--- src/hw/bsdic_pkg.sv ---
package bsdic_pkg;

  // ---------------------------------------------------------------
  // Strap levels and rate codes
  // ---------------------------------------------------------------
  localparam logic [1:0] BSDIC_LVL_L = 2'h0; // Pulled low
  localparam logic [1:0] BSDIC_LVL_H = 2'h1; // Pulled high
  localparam logic [1:0] BSDIC_LVL_F = 2'h2; // Left floating

  localparam logic [2:0] BSDIC_RATE_3G = 3'h0;
  localparam logic [2:0] BSDIC_RATE_3G_SUB = 3'h1;
  localparam logic [2:0] BSDIC_RATE_HD = 3'h2;
  localparam logic [2:0] BSDIC_RATE_HD_SUB = 3'h3;
  localparam logic [2:0] BSDIC_RATE_SD = 3'h4;

  // ---------------------------------------------------------------
  // Reset values and timing
  // ---------------------------------------------------------------
  localparam logic [3:0] BSDIC_BOOST_RST = 4'h0;
  localparam logic [3:0] BSDIC_BOOST_MAX = 4'hF;
  localparam int BSDIC_SETTLE_NS = 64;
  localparam int BSDIC_CLK_NS = 8;
  localparam int BSDIC_SETTLE_CYC = BSDIC_SETTLE_NS / BSDIC_CLK_NS;

  // Adaptation controller states
  typedef enum logic [3:0] {
    BSDIC_ST_IDLE = 4'h1,
    BSDIC_ST_SWEEP = 4'h2,
    BSDIC_ST_APPLY = 4'h4,
    BSDIC_ST_LOCK = 4'h8
  } bsdic_state_t;

  // Host register overrides
  typedef struct packed {
    logic dir_ovr_en;
    logic dir_tx;
    logic host_ovr_en;
    logic host_en;
    logic aux_ovr_en;
    logic aux_en;
  } bsdic_ovr_t;

  // Routing result
  typedef struct packed {
    logic tx_dir;
    logic coax_drv_en;
    logic host_out_en;
    logic aux_out_en;
    logic src_is_pcb;
  } bsdic_route_t;

endpackage

--- src/hw/bsdic_top.sv ---
`timescale 1ns/100ps
// How it works
// - Boost runs adaptive or manual with user boost value, in either direction.
// - Adaptive mode sweeps boost, keeps widest eye, then declares lock.
// - Lock holds after adaptation even with eye monitor turned off.
// - Manual mode ignores monitor; host may disable it any time.
// - Receive: coax input equalised to host output, aux optional.
// - Transmit: pcb input drives coax port and aux output.
// - Reclocker retimes supported rates, bypasses others by itself.
// - Floating bus strap picks SPI, low level picks SMBus.
// - Direction strap low gives receive, high gives transmit.
// - Host output strap disables only in transmit direction.
// - Aux strap low enables aux output, high disables it.
// - Direction may change in service by strap or register.
// - Receive with loop-through: reclocked copy on aux and host.
module bsdic_top #(
  parameter int BOOST_W = 4
) (
  // Clock, reset, enable
  input wire logic clock_i,
  input wire logic resetn_i,
  input wire logic ce_i,
  // Straps
  input wire logic [1:0] direction_select_strap_i,
  input wire logic [1:0] host_output_select_strap_i,
  input wire logic [1:0] aux_output_select_strap_i,
  input wire logic [1:0] bus_select_strap_i,
  // Host register settings
  input wire bsdic_pkg::bsdic_ovr_t ovr_i,
  input wire logic adaptive_boost_mode_i,
  input wire logic [BOOST_W-1:0] manual_boost_i,
  input wire logic eye_monitor_en_i,
  // Analog side status
  input wire logic [BOOST_W-1:0] eye_metric_i,
  input wire logic rate_valid_i,
  input wire logic [2:0] rate_code_i,
  // Serial data
  input wire logic pcb_input_i,
  input wire logic coax_io_port_i,
  // Outputs
  output logic coax_io_port_o,
  output logic coax_io_port_oe_o,
  output logic aux_coax_output_o,
  output logic aux_coax_output_en_o,
  output logic host_output_o,
  output logic host_output_en_o,
  output logic tx_direction_o,
  output logic spi_sel_o,
  output logic [BOOST_W-1:0] boost_o,
  output logic eye_monitor_on_o,
  output logic lock_o,
  output logic reclock_bypass_o
);

  // ---------------------------------------------------------------
  // Configuration decode
  // ---------------------------------------------------------------
  bsdic_pkg::bsdic_route_t next_route;
  logic supported_rate;

  // Strap levels, with register overrides on top
  always_comb begin
    next_route.tx_dir = (direction_select_strap_i == bsdic_pkg::BSDIC_LVL_H);
    if (ovr_i.dir_ovr_en) begin
      next_route.tx_dir = ovr_i.dir_tx;
    end
    next_route.host_out_en = 1'b1;
    if (next_route.tx_dir) begin
      next_route.host_out_en = ovr_i.host_ovr_en ? ovr_i.host_en :
        (host_output_select_strap_i == bsdic_pkg::BSDIC_LVL_L);
    end
    next_route.aux_out_en = ovr_i.aux_ovr_en ? ovr_i.aux_en :
      (aux_output_select_strap_i == bsdic_pkg::BSDIC_LVL_L);
    next_route.coax_drv_en = next_route.tx_dir;
    next_route.src_is_pcb = next_route.tx_dir;
  end

  // Supported rates and their subrates
  always_comb begin
    case (rate_code_i)
      bsdic_pkg::BSDIC_RATE_3G, bsdic_pkg::BSDIC_RATE_3G_SUB,
      bsdic_pkg::BSDIC_RATE_HD, bsdic_pkg::BSDIC_RATE_HD_SUB,
      bsdic_pkg::BSDIC_RATE_SD: supported_rate = rate_valid_i;
      default: supported_rate = 1'b0;
    endcase
  end

  // ---------------------------------------------------------------
  // Boost adaptation
  // ---------------------------------------------------------------
  bsdic_pkg::bsdic_state_t state;
  logic [BOOST_W-1:0] try_boost;
  logic [BOOST_W-1:0] best_boost;
  logic [BOOST_W-1:0] best_metric;
  logic [3:0] settle;
  logic tx_q;
  logic adapt_q;

  // Adaptive sweep, manual load and lock hold
  always_ff @(posedge clock_i) begin
    if (!resetn_i) begin
      state <= bsdic_pkg::BSDIC_ST_IDLE;
      try_boost <= '0;
      best_boost <= '0;
      best_metric <= '0;
      settle <= 4'h0;
      boost_o <= bsdic_pkg::BSDIC_BOOST_RST[BOOST_W-1:0];
      lock_o <= 1'b0;
      tx_q <= 1'b0;
      adapt_q <= 1'b0;
    end else if (ce_i) begin
      tx_q <= next_route.tx_dir;
      adapt_q <= adaptive_boost_mode_i;
      if ((tx_q != next_route.tx_dir) ||
          (adapt_q != adaptive_boost_mode_i) || !supported_rate) begin
        state <= bsdic_pkg::BSDIC_ST_IDLE; // Restart on change
        lock_o <= 1'b0;
      end else begin
        case (state)
          bsdic_pkg::BSDIC_ST_IDLE: begin
            if (!adaptive_boost_mode_i) begin
              boost_o <= manual_boost_i;
              state <= bsdic_pkg::BSDIC_ST_APPLY;
            end else if (eye_monitor_en_i) begin
              try_boost <= '0;
              best_metric <= '0;
              best_boost <= '0;
              boost_o <= '0;
              state <= bsdic_pkg::BSDIC_ST_SWEEP;
            end
            settle <= 4'h0;
          end
          bsdic_pkg::BSDIC_ST_SWEEP: begin
            settle <= settle + 4'h1;
            if (settle == 4'(bsdic_pkg::BSDIC_SETTLE_CYC - 1)) begin
              settle <= 4'h0;
              if (eye_metric_i > best_metric) begin
                best_metric <= eye_metric_i;
                best_boost <= try_boost;
              end
              if (try_boost == bsdic_pkg::BSDIC_BOOST_MAX[BOOST_W-1:0])
              begin
                state <= bsdic_pkg::BSDIC_ST_APPLY;
              end else begin
                try_boost <= try_boost + 1'b1;
                boost_o <= try_boost + 1'b1;
              end
            end
          end
          bsdic_pkg::BSDIC_ST_APPLY: begin
            if (adaptive_boost_mode_i) begin
              boost_o <= best_boost;
            end
            lock_o <= 1'b1;
            state <= bsdic_pkg::BSDIC_ST_LOCK;
          end
          bsdic_pkg::BSDIC_ST_LOCK: begin
            lock_o <= 1'b1;
            if (!adaptive_boost_mode_i) begin
              boost_o <= manual_boost_i;
            end
          end
          default: state <= bsdic_pkg::BSDIC_ST_IDLE;
        endcase
      end
    end
  end

  // ---------------------------------------------------------------
  // Data path and configuration outputs
  // ---------------------------------------------------------------
  logic src_bit;
  logic retimed;

  always_comb begin
    src_bit = next_route.src_is_pcb ? pcb_input_i : coax_io_port_i;
  end

  // Reclocker stage, bypassed on unsupported rates
  always_ff @(posedge clock_i) begin
    if (!resetn_i) begin
      retimed <= 1'b0;
      reclock_bypass_o <= 1'b1;
    end else if (ce_i) begin
      retimed <= src_bit;
      reclock_bypass_o <= !supported_rate;
    end
  end

  // Output routing per direction
  always_ff @(posedge clock_i) begin
    if (!resetn_i) begin
      coax_io_port_o <= 1'b0;
      coax_io_port_oe_o <= 1'b0;
      aux_coax_output_o <= 1'b0;
      aux_coax_output_en_o <= 1'b0;
      host_output_o <= 1'b0;
      host_output_en_o <= 1'b0;
      tx_direction_o <= 1'b0;
      spi_sel_o <= 1'b0;
      eye_monitor_on_o <= 1'b0;
    end else if (ce_i) begin
      coax_io_port_o <= (supported_rate ? retimed : src_bit) &
        next_route.coax_drv_en;
      coax_io_port_oe_o <= next_route.coax_drv_en;
      aux_coax_output_o <= (supported_rate ? retimed : src_bit) &
        next_route.aux_out_en;
      aux_coax_output_en_o <= next_route.aux_out_en;
      host_output_o <= (supported_rate ? retimed : src_bit) &
        next_route.host_out_en;
      host_output_en_o <= next_route.host_out_en;
      tx_direction_o <= next_route.tx_dir;
      spi_sel_o <= (bus_select_strap_i != bsdic_pkg::BSDIC_LVL_L);
      // Monitor only draws power when asked for
      eye_monitor_on_o <= eye_monitor_en_i;
    end
  end

endmodule // bsdic_top

--- config.mk ---
export PLATFORM = sky130hd
export DESIGN_NAME = bsdic_top
export DESIGN_NICKNAME = d
export VERILOG_FILES = /design/src/hw/bsdic_pkg.sv /design/src/hw/bsdic_top.sv
export SDC_FILE = /design/constraint.sdc
export NUM_CORES = 1
export LEC_CHECK = 0
export BUFFER_PORTS_ARGS = -buffer_cell sky130_fd_sc_hd__buf_2
export CORE_UTILIZATION = 33
export CTS_CLUSTER_DIAMETER = 80
export DETAILED_ROUTE_END_ITERATION = 16
export PLACE_DENSITY = 0.58
export SYNTH_ARGS = -nofsm -noshare
export SYNTH_HDL_FRONTEND = slang
export SYNTH_SLANG_ARGS = --single-unit
--- constraint.sdc ---
create_clock -name clock_i -period 2.5 [get_ports clock_i]
set_clock_uncertainty 0.2 [all_clocks]
set_input_delay 0.25 -clock clock_i [delete_from_list [all_inputs] [get_ports clock_i]]
set_output_delay 0.25 -clock clock_i [all_outputs]
set_load 0.02 [all_outputs]
==> reports/metrics.yaml, run 1 <==
synth:
  yosysUniqueCellTypes: 52
  ys_seq_area_frac: 0.3412
  synthTopCellsByArea: "dfxtp_1, mux2i_1, nand2_1"
  yosysTopAreaCellShare: 0.3412
  synth_ff_type: "dfxtp_1"
  ys_top_cells_by_count: "dfxtp_1, nand2_1, o21ai_0, a21oi_1, mux2i_1"
  synth_edf_count: 0
  syn_area_per_cell_um2: 8.348
  ys_ff_latch: 36
  syn-num-nets: 292
  synth_most_common_cell: "dfxtp_1"
  yosysTopAreaCell: "dfxtp_1"
  yosys_warnings: 0
  netlist_area_um2: 2112
  async_flop_share: 0
  synth_cells: 253
final_layout:
  area_delta_synth_final_pct: 17.65
  nets: 337
  n_antenna_cell: 0
  final_util: 0.4100
  finalNonFillerCells: 374
  drive_gt1_frac: 0.2207
  fin_area_um2: 2485
  fillCellCount: 644
clock_network:
  cts.reportedPaths.clkPinSlew_ns: 0.07
  postCtsHoldBufs: 0
  postCtsSetupBuffers: 0
  clk_path_buf_depth: 2
  htree_levels: 2
  cts.sink_count: 36
  numCtsBuffers: 5
  cts_root_buffer: "clkbuf_8"
  cts_resized: 0
  tritoncts: "yes"
  worstSkewPairLatency_ns: 0.30
placement:
  hpwl_um: 3955
  place_area_um2: 2395
  io_buffer_count: 47
  place_congestion: 0.7843
  dpl.cell_count: 366
hold_path:
  hold_depth: 3
  hold_start: "eye_metric_i[3]"
  min_to: "best_metric[3]"
  hold_class: "input pin to flip-flop"
pwr:
  power.switching_uw: 320.4
  comb_power_share: 0.137
  powerDensity_nw_per_um2: 482.1
  power_leakage_nw: 1.066
  finalPower_mw: 1.198
  swShare: 0.2675
  clockPowerShare: 0.366
  vdd_drop_max_mv: 0.2352
  intPower_uw: 877.4
  power_frac_seq: 0.496
routing:
  routed_wl_um: 5356
  detail-route-antenna-nets: 0
  vias_per_cell: 5.436
  drc_errors: 0
  via_count: 2033
  drt-pass1-iter-count: 4
  wl_per_cell_um: 14.32
  drt_iter0_markers: 91
floorplanning:
  die_area_um2: 6724
  ios: 48
  die_h_um: 82
  fp-row-count: 28
  start_util: 0.3485
  core_area_um2: 6061
  die_w_um: 82
sta:
  setup_viol: 0
  grt_setup_unrepaired: "false"
  worst_pin_slew_ns: 0.4609
  hold_viol_final: 0
  min_period_over_period: 0.8882
  fmax_ghz: 0.4504
  setup_tns_ns: 0
  period_needed_ns: 2.220
  slew_headroom: 0.6927
  drv_slew: 0
setup_path:
  worstSetupPathType: "flip-flop to flip-flop"
  reg2reg_to: "boost_o[0]"
  rrSetupSlack_ns: 0.28
  cp-start-kind: "flip-flop"
  setup.worst_path.end_class: "flip-flop"
  cp.required_ns: 2.52
  path_max_fanout: 13
  reg2reg_from: "state[2]"
  worstRegToRegCells: 5
  worst-endpoint-arrival_ns: 2.24
outcome:
  status: "completed"
global_routing:
  antenna_found_initial: 0
  grtUsageTotal: 0.1722
  grt_pass1_wl_um: 8728
  first_global_vias: 1864
  grt_max_degree: 24
  grt.overflow.total: 0
run:
  max-cap-violations: 0
## worst max path at each step
| stage | start | to | slack, ns | cells after the start |
|---|---|---|---|---|
| final | state[2] | boost_o[0] | 0.28 | 5 |
| after floorplan | try_boost[0] | try_boost[0] | 0.52 | 6 |
| after global placement | rate_code_i[1] | try_boost[0] | 0.30 | 6 |
| after CTS | try_boost[0] | try_boost[0] | 0.29 | 6 |
| after global routing | state[0] | boost_o[0] | 0.08 | 5 |
| after detailed placement | rate_code_i[1] | try_boost[0] | 0.30 | 6 |
## metal layers
layer,vias up,wire (µm),GRT usage
li1,1020,-,-
met1,938,2573,0.2184
met2,69,2397,0.2826
met3,6,320,0.04889
met4,0,65,0.04737
met5,-,0,0
## sequential cells by signal, summed over array words and instances, names as in the netlist
| name | flops |
|---|---|
| lock_o | 1 |
| aux_coax_output_o | 1 |
| coax_io_port_o | 1 |
| best_metric | 4 |
| host_output_en_o | 1 |
| best_boost | 4 |
| adapt_q | 1 |
| settle | 4 |
| tx_direction_o | 1 |
| eye_monitor_on_o | 1 |
| state | 4 |
| retimed | 1 |
| host_output_o | 1 |
| spi_sel_o | 1 |
| boost_o | 4 |
| reclock_bypass_o | 1 |
| try_boost | 4 |
| aux_coax_output_en_o | 1 |
## power groups by stage
stage | clock network [mW] | registers, mW | logic, mW
2_1_floorplan | 0 | 0.617 | 0.0937
3_3_place_gp | 0 | 0.607 | 0.163
3_5_place_dp | 0 | 0.608 | 0.164
4_1_cts | 0.451 | 0.595 | 0.165
5_1_grt | 0.479 | 0.596 | 0.184
6_report | 0.439 | 0.595 | 0.164
## per-stage QoR
stage / hold slack [ns] / setup WS (ns)
floorplan: 0.1888 / 0.5197
global placement: 0.2464 / 0.2974
detailed placement: 0.2538 / 0.2956
CTS: 0.002639 / 0.2910
global route: 0.002638 / 0.07749
finish: 0.004490 / 0.2795
## cell usage in the layout, fill, tap and decap left out, drive strengths merged, types with 6 or more instances in the layout
| cell | synthesis | final |
|---|---|---|
| a21oi | 13 | 13 |
| buf | 11 | 53 |
| clkbuf | 4 | 8 |
| dfxtp | 36 | 36 |
| ha | 6 | 6 |
| inv | 10 | 10 |
| mux2i | 13 | 13 |
| nand2 | 33 | 33 |
| nand2b | 8 | 8 |
| nand3 | 11 | 11 |
| nor2 | 12 | 12 |
| o21ai | 18 | 18 |
## cell type report
class	instances	area (µm²)	area share
Clock buffer	8	90.09	0.03625
Inverter	10	37.54	0.01511
Multi-Input combinational cell	192	1262	0.5081
Sequential cell	36	720.7	0.2900
Tap cell	75	93.84	0.03776
Timing Repair Buffer	53	280.3	0.1128
## critical path, cell delays in order (launching register included)
cell,delay [ns]
dfxtp_1,0.57
nor2b_1,0.20
a221oi_1,0.50
a222oi_1,0.18
or4_1,0.41
o21ai_0,0.08
## kinds of logic (layout without fill, tap and decap cells)
logic type	Yosys count	after routing	share of synthesized area
simple gates	98	98	0.2411
flops	36	36	0.3412
fa+ha+maj	6	6	0.03554
mux	14	14	0.06694
xor+xnor	6	6	0.02488
buf+inv	25	71	0.06102
compound gates	68	68	0.2293
Note: power is estimated with default switching activity, not from simulation.
==> inputs of run 2 (changes only) <==
- CORE_MARGIN: default -> 1
- HOLD_SLACK_MARGIN: default -> 0.12
==> run 2 against run 1 <==
Effect of this change:
- cell area is 4.8% higher
- core utilization is 2.0 points higher
- worst hold slack better by 0.14 ns
- critical path depth stayed put
- sequential share of layout area is 1.3 points lower
- flip-flop and latch count stayed put
- global-route usage is 0.14 points higher
- clock power hardly changed
- critical endpoint is now lock_o
- largest cell class unchanged
- highest routed layer unchanged
==> reports/metrics.yaml, run 2 (synthesized netlist as in run 1, its figures left out) <==
setup_path:
  cp.required_ns: 2.49  # -0.03 ns
  worstSetupPathType: "flip-flop to flip-flop"
  reg2reg_to: "lock_o"
  max_stage_delay_ns: 0.55  # -0.02 ns
  worstPathCellList: "or4b_1 -> o2111a_1 -> nand2_1 -> a21oi_1 -> dlygate4sd3_1"
  slowest_stage: "dlygate4sd3_1"
  path_max_fanout: 6  # -7
  worst-endpoint-arrival_ns: 2.29  # +0.05 ns
  reg2reg_from: "tx_direction_o"
  crit_start: "tx_direction_o"
  rrSetupSlack_ns: 0.20  # -0.08 ns
  setup.worst_path.end_class: "flip-flop"
  worstRegToRegCells: 5  # unchanged
  cp-endpoint: "lock_o"
  cp-start-kind: "flip-flop"
floorplanning:
  fp-row-count: 28  # unchanged
  core_area_um2: 6061  # unchanged
  die_w_um: 82  # unchanged
  start_util: 0.3485  # unchanged
  die_area_um2: 6724  # unchanged
  ios: 48  # unchanged
  die_h_um: 82  # unchanged
clock_network:
  clk_path_buf_depth: 2  # unchanged
  htree_levels: 2  # unchanged
  cts.sink_count: 36  # unchanged
  postCtsSetupBuffers: 0  # unchanged
  cts_resized: 0  # unchanged
  cts.reportedPaths.clkPinSlew_ns: 0.07  # about the same
  numCtsBuffers: 5  # unchanged
  cts_root_buffer: "clkbuf_8"
  worstSkewPairLatency_ns: 0.30  # about the same
  tritoncts: "yes"
sta:
  min_period_over_period: 0.9216  # +0.03346
  hold_viol_final: 0  # unchanged
  grt_setup_unrepaired: "false"
  drv_slew: 0  # unchanged
  setup_tns_ns: 0  # unchanged
  period_needed_ns: 2.304  # +0.08364 ns
  slew_headroom: 0.6684  # -0.02431
  worst_pin_slew_ns: 0.4974  # +0.03647 ns
  fmax_ghz: 0.4340  # -3.6%
  setup_viol: 0  # unchanged
routing:
  drt_iter0_markers: 79  # -13%
  via_count: 2074  # +2.0%
  wl_per_cell_um: 14.06  # -1.8%
  drt-pass1-iter-count: 4  # unchanged
  routed_wl_um: 5429  # +1.4%
  detail-route-antenna-nets: 0  # unchanged
  drc_errors: 0  # unchanged
  vias_per_cell: 5.373  # -1.2%
final_layout:
  fin_area_um2: 2605  # +4.8%
  layout_commonest_cell: "buf_2"
  n_antenna_cell: 0  # unchanged
  area_delta_synth_final_pct: 23.34
  final_cell_mix: "buf_2, dfxtp_1, nand2_1, o21ai_0"
  fillCellCount: 640  # -0.62%
  drive_gt1_frac: 0.2122  # -0.008517
  nets: 349  # +3.6%
placement:
  hpwl_um: 3955  # unchanged
  place_congestion: 0.7843  # unchanged
  io_buffer_count: 47  # unchanged
  place_area_um2: 2395  # unchanged
run:
  max-cap-violations: 0  # unchanged
pwr:
  vdd_drop_max_mv: 0.2405  # +2.3%
  powerDensity_nw_per_um2: 463.9  # -3.8%
  power_leakage_nw: 1.121  # +5.2%
global_routing:
  first_global_vias: 1900  # +1.9%
  grt.overflow.total: 0  # unchanged
  antenna_found_initial: 0  # unchanged
  grtUsageTotal: 0.1736  # +0.001396
  grt_max_degree: 24  # unchanged
  grt_pass1_wl_um: 8818  # +1.0%
hold_path:
  hold_class: "input pin to flip-flop"
outcome:
  status: "completed"
[run 2: how the worst min path moves through the flow]
| stage | startpoint | end | slack, ns | cells after the start |
|---|---|---|---|---|
| global route | ce_i | settle[2] | 0.16 | 3 |
| CTS | ce_i | settle[2] | 0.14 | 3 |
| detailed placement | best_metric[3] | best_metric[3] | 0.25 | 2 |
| floorplan | eye_metric_i[0] | best_metric[0] | 0.19 | 2 |
| global placement | boost_o[3] | boost_o[3] | 0.25 | 2 |
| finish | ce_i | settle[2] | 0.15 | 3 |
[run 2: cell type report]
cell class	count	area, µm²	share of cell area
inverters	10	37.54	0.01441
well taps	75	93.84	0.03602
flip-flops and latches	36	720.7	0.2767
repair buffers	65	400.4	0.1537
clock buffers	8	90.09	0.03458
multi-input cells	192	1262	0.4846
[run 2: critical path, delay by kind of cell, from the launching register on]
family / cells / cell delay (ns)
simple gates: 2 / 0.75
compound gates: 2 / 0.32
buf+inv: 1 / 0.55
flops: 1 / 0.37
[run 2: metrics by stage]
step / hold WS, ns / util / worst slack (ns) / power [mW] / instances
6_report: 0.1467 / 0.4298 / 0.1959 / 1.208 / 386
2_1_floorplan: 0.1888 / - / 0.5197 / 0.7105 / 253
4_1_cts: 0.1381 / 0.4298 / 0.2064 / 1.224 / 386
3_3_place_gp: 0.2464 / 0.3951 / 0.2974 / 0.7706 / 366
5_1_grt: 0.1644 / 0.4298 / 0.07749 / 1.274 / 386
3_5_place_dp: 0.2538 / 0.3951 / 0.2956 / 0.7721 / 366
[run 2: per-layer routing]
metal	GRT usage	wire length, µm	vias to the layer above
met2	0.2868	2403	61
met4	0.04737	55	0
li1	-	-	1045
met1	0.2191	2668	962
met3	0.04889	302	6
met5	0	0	-
[run 2: what timing repair did]
| action | 4_1_cts | 5_1_grt |
|---|---|---|
| hold endpoints to repair | 9 | 0 |
| hold buffers | 12 | 0 |
| setup endpoints to repair | 0 | 0 |
[run 2: power by group]
| group | internal, mW | switching, mW |
|---|---|---|
| sequential | 0.585 | 0.00927 |
| combinational | 0.0788 | 0.0990 |
| clock | 0.225 | 0.211 |
| total | 0.889 | 0.319 |
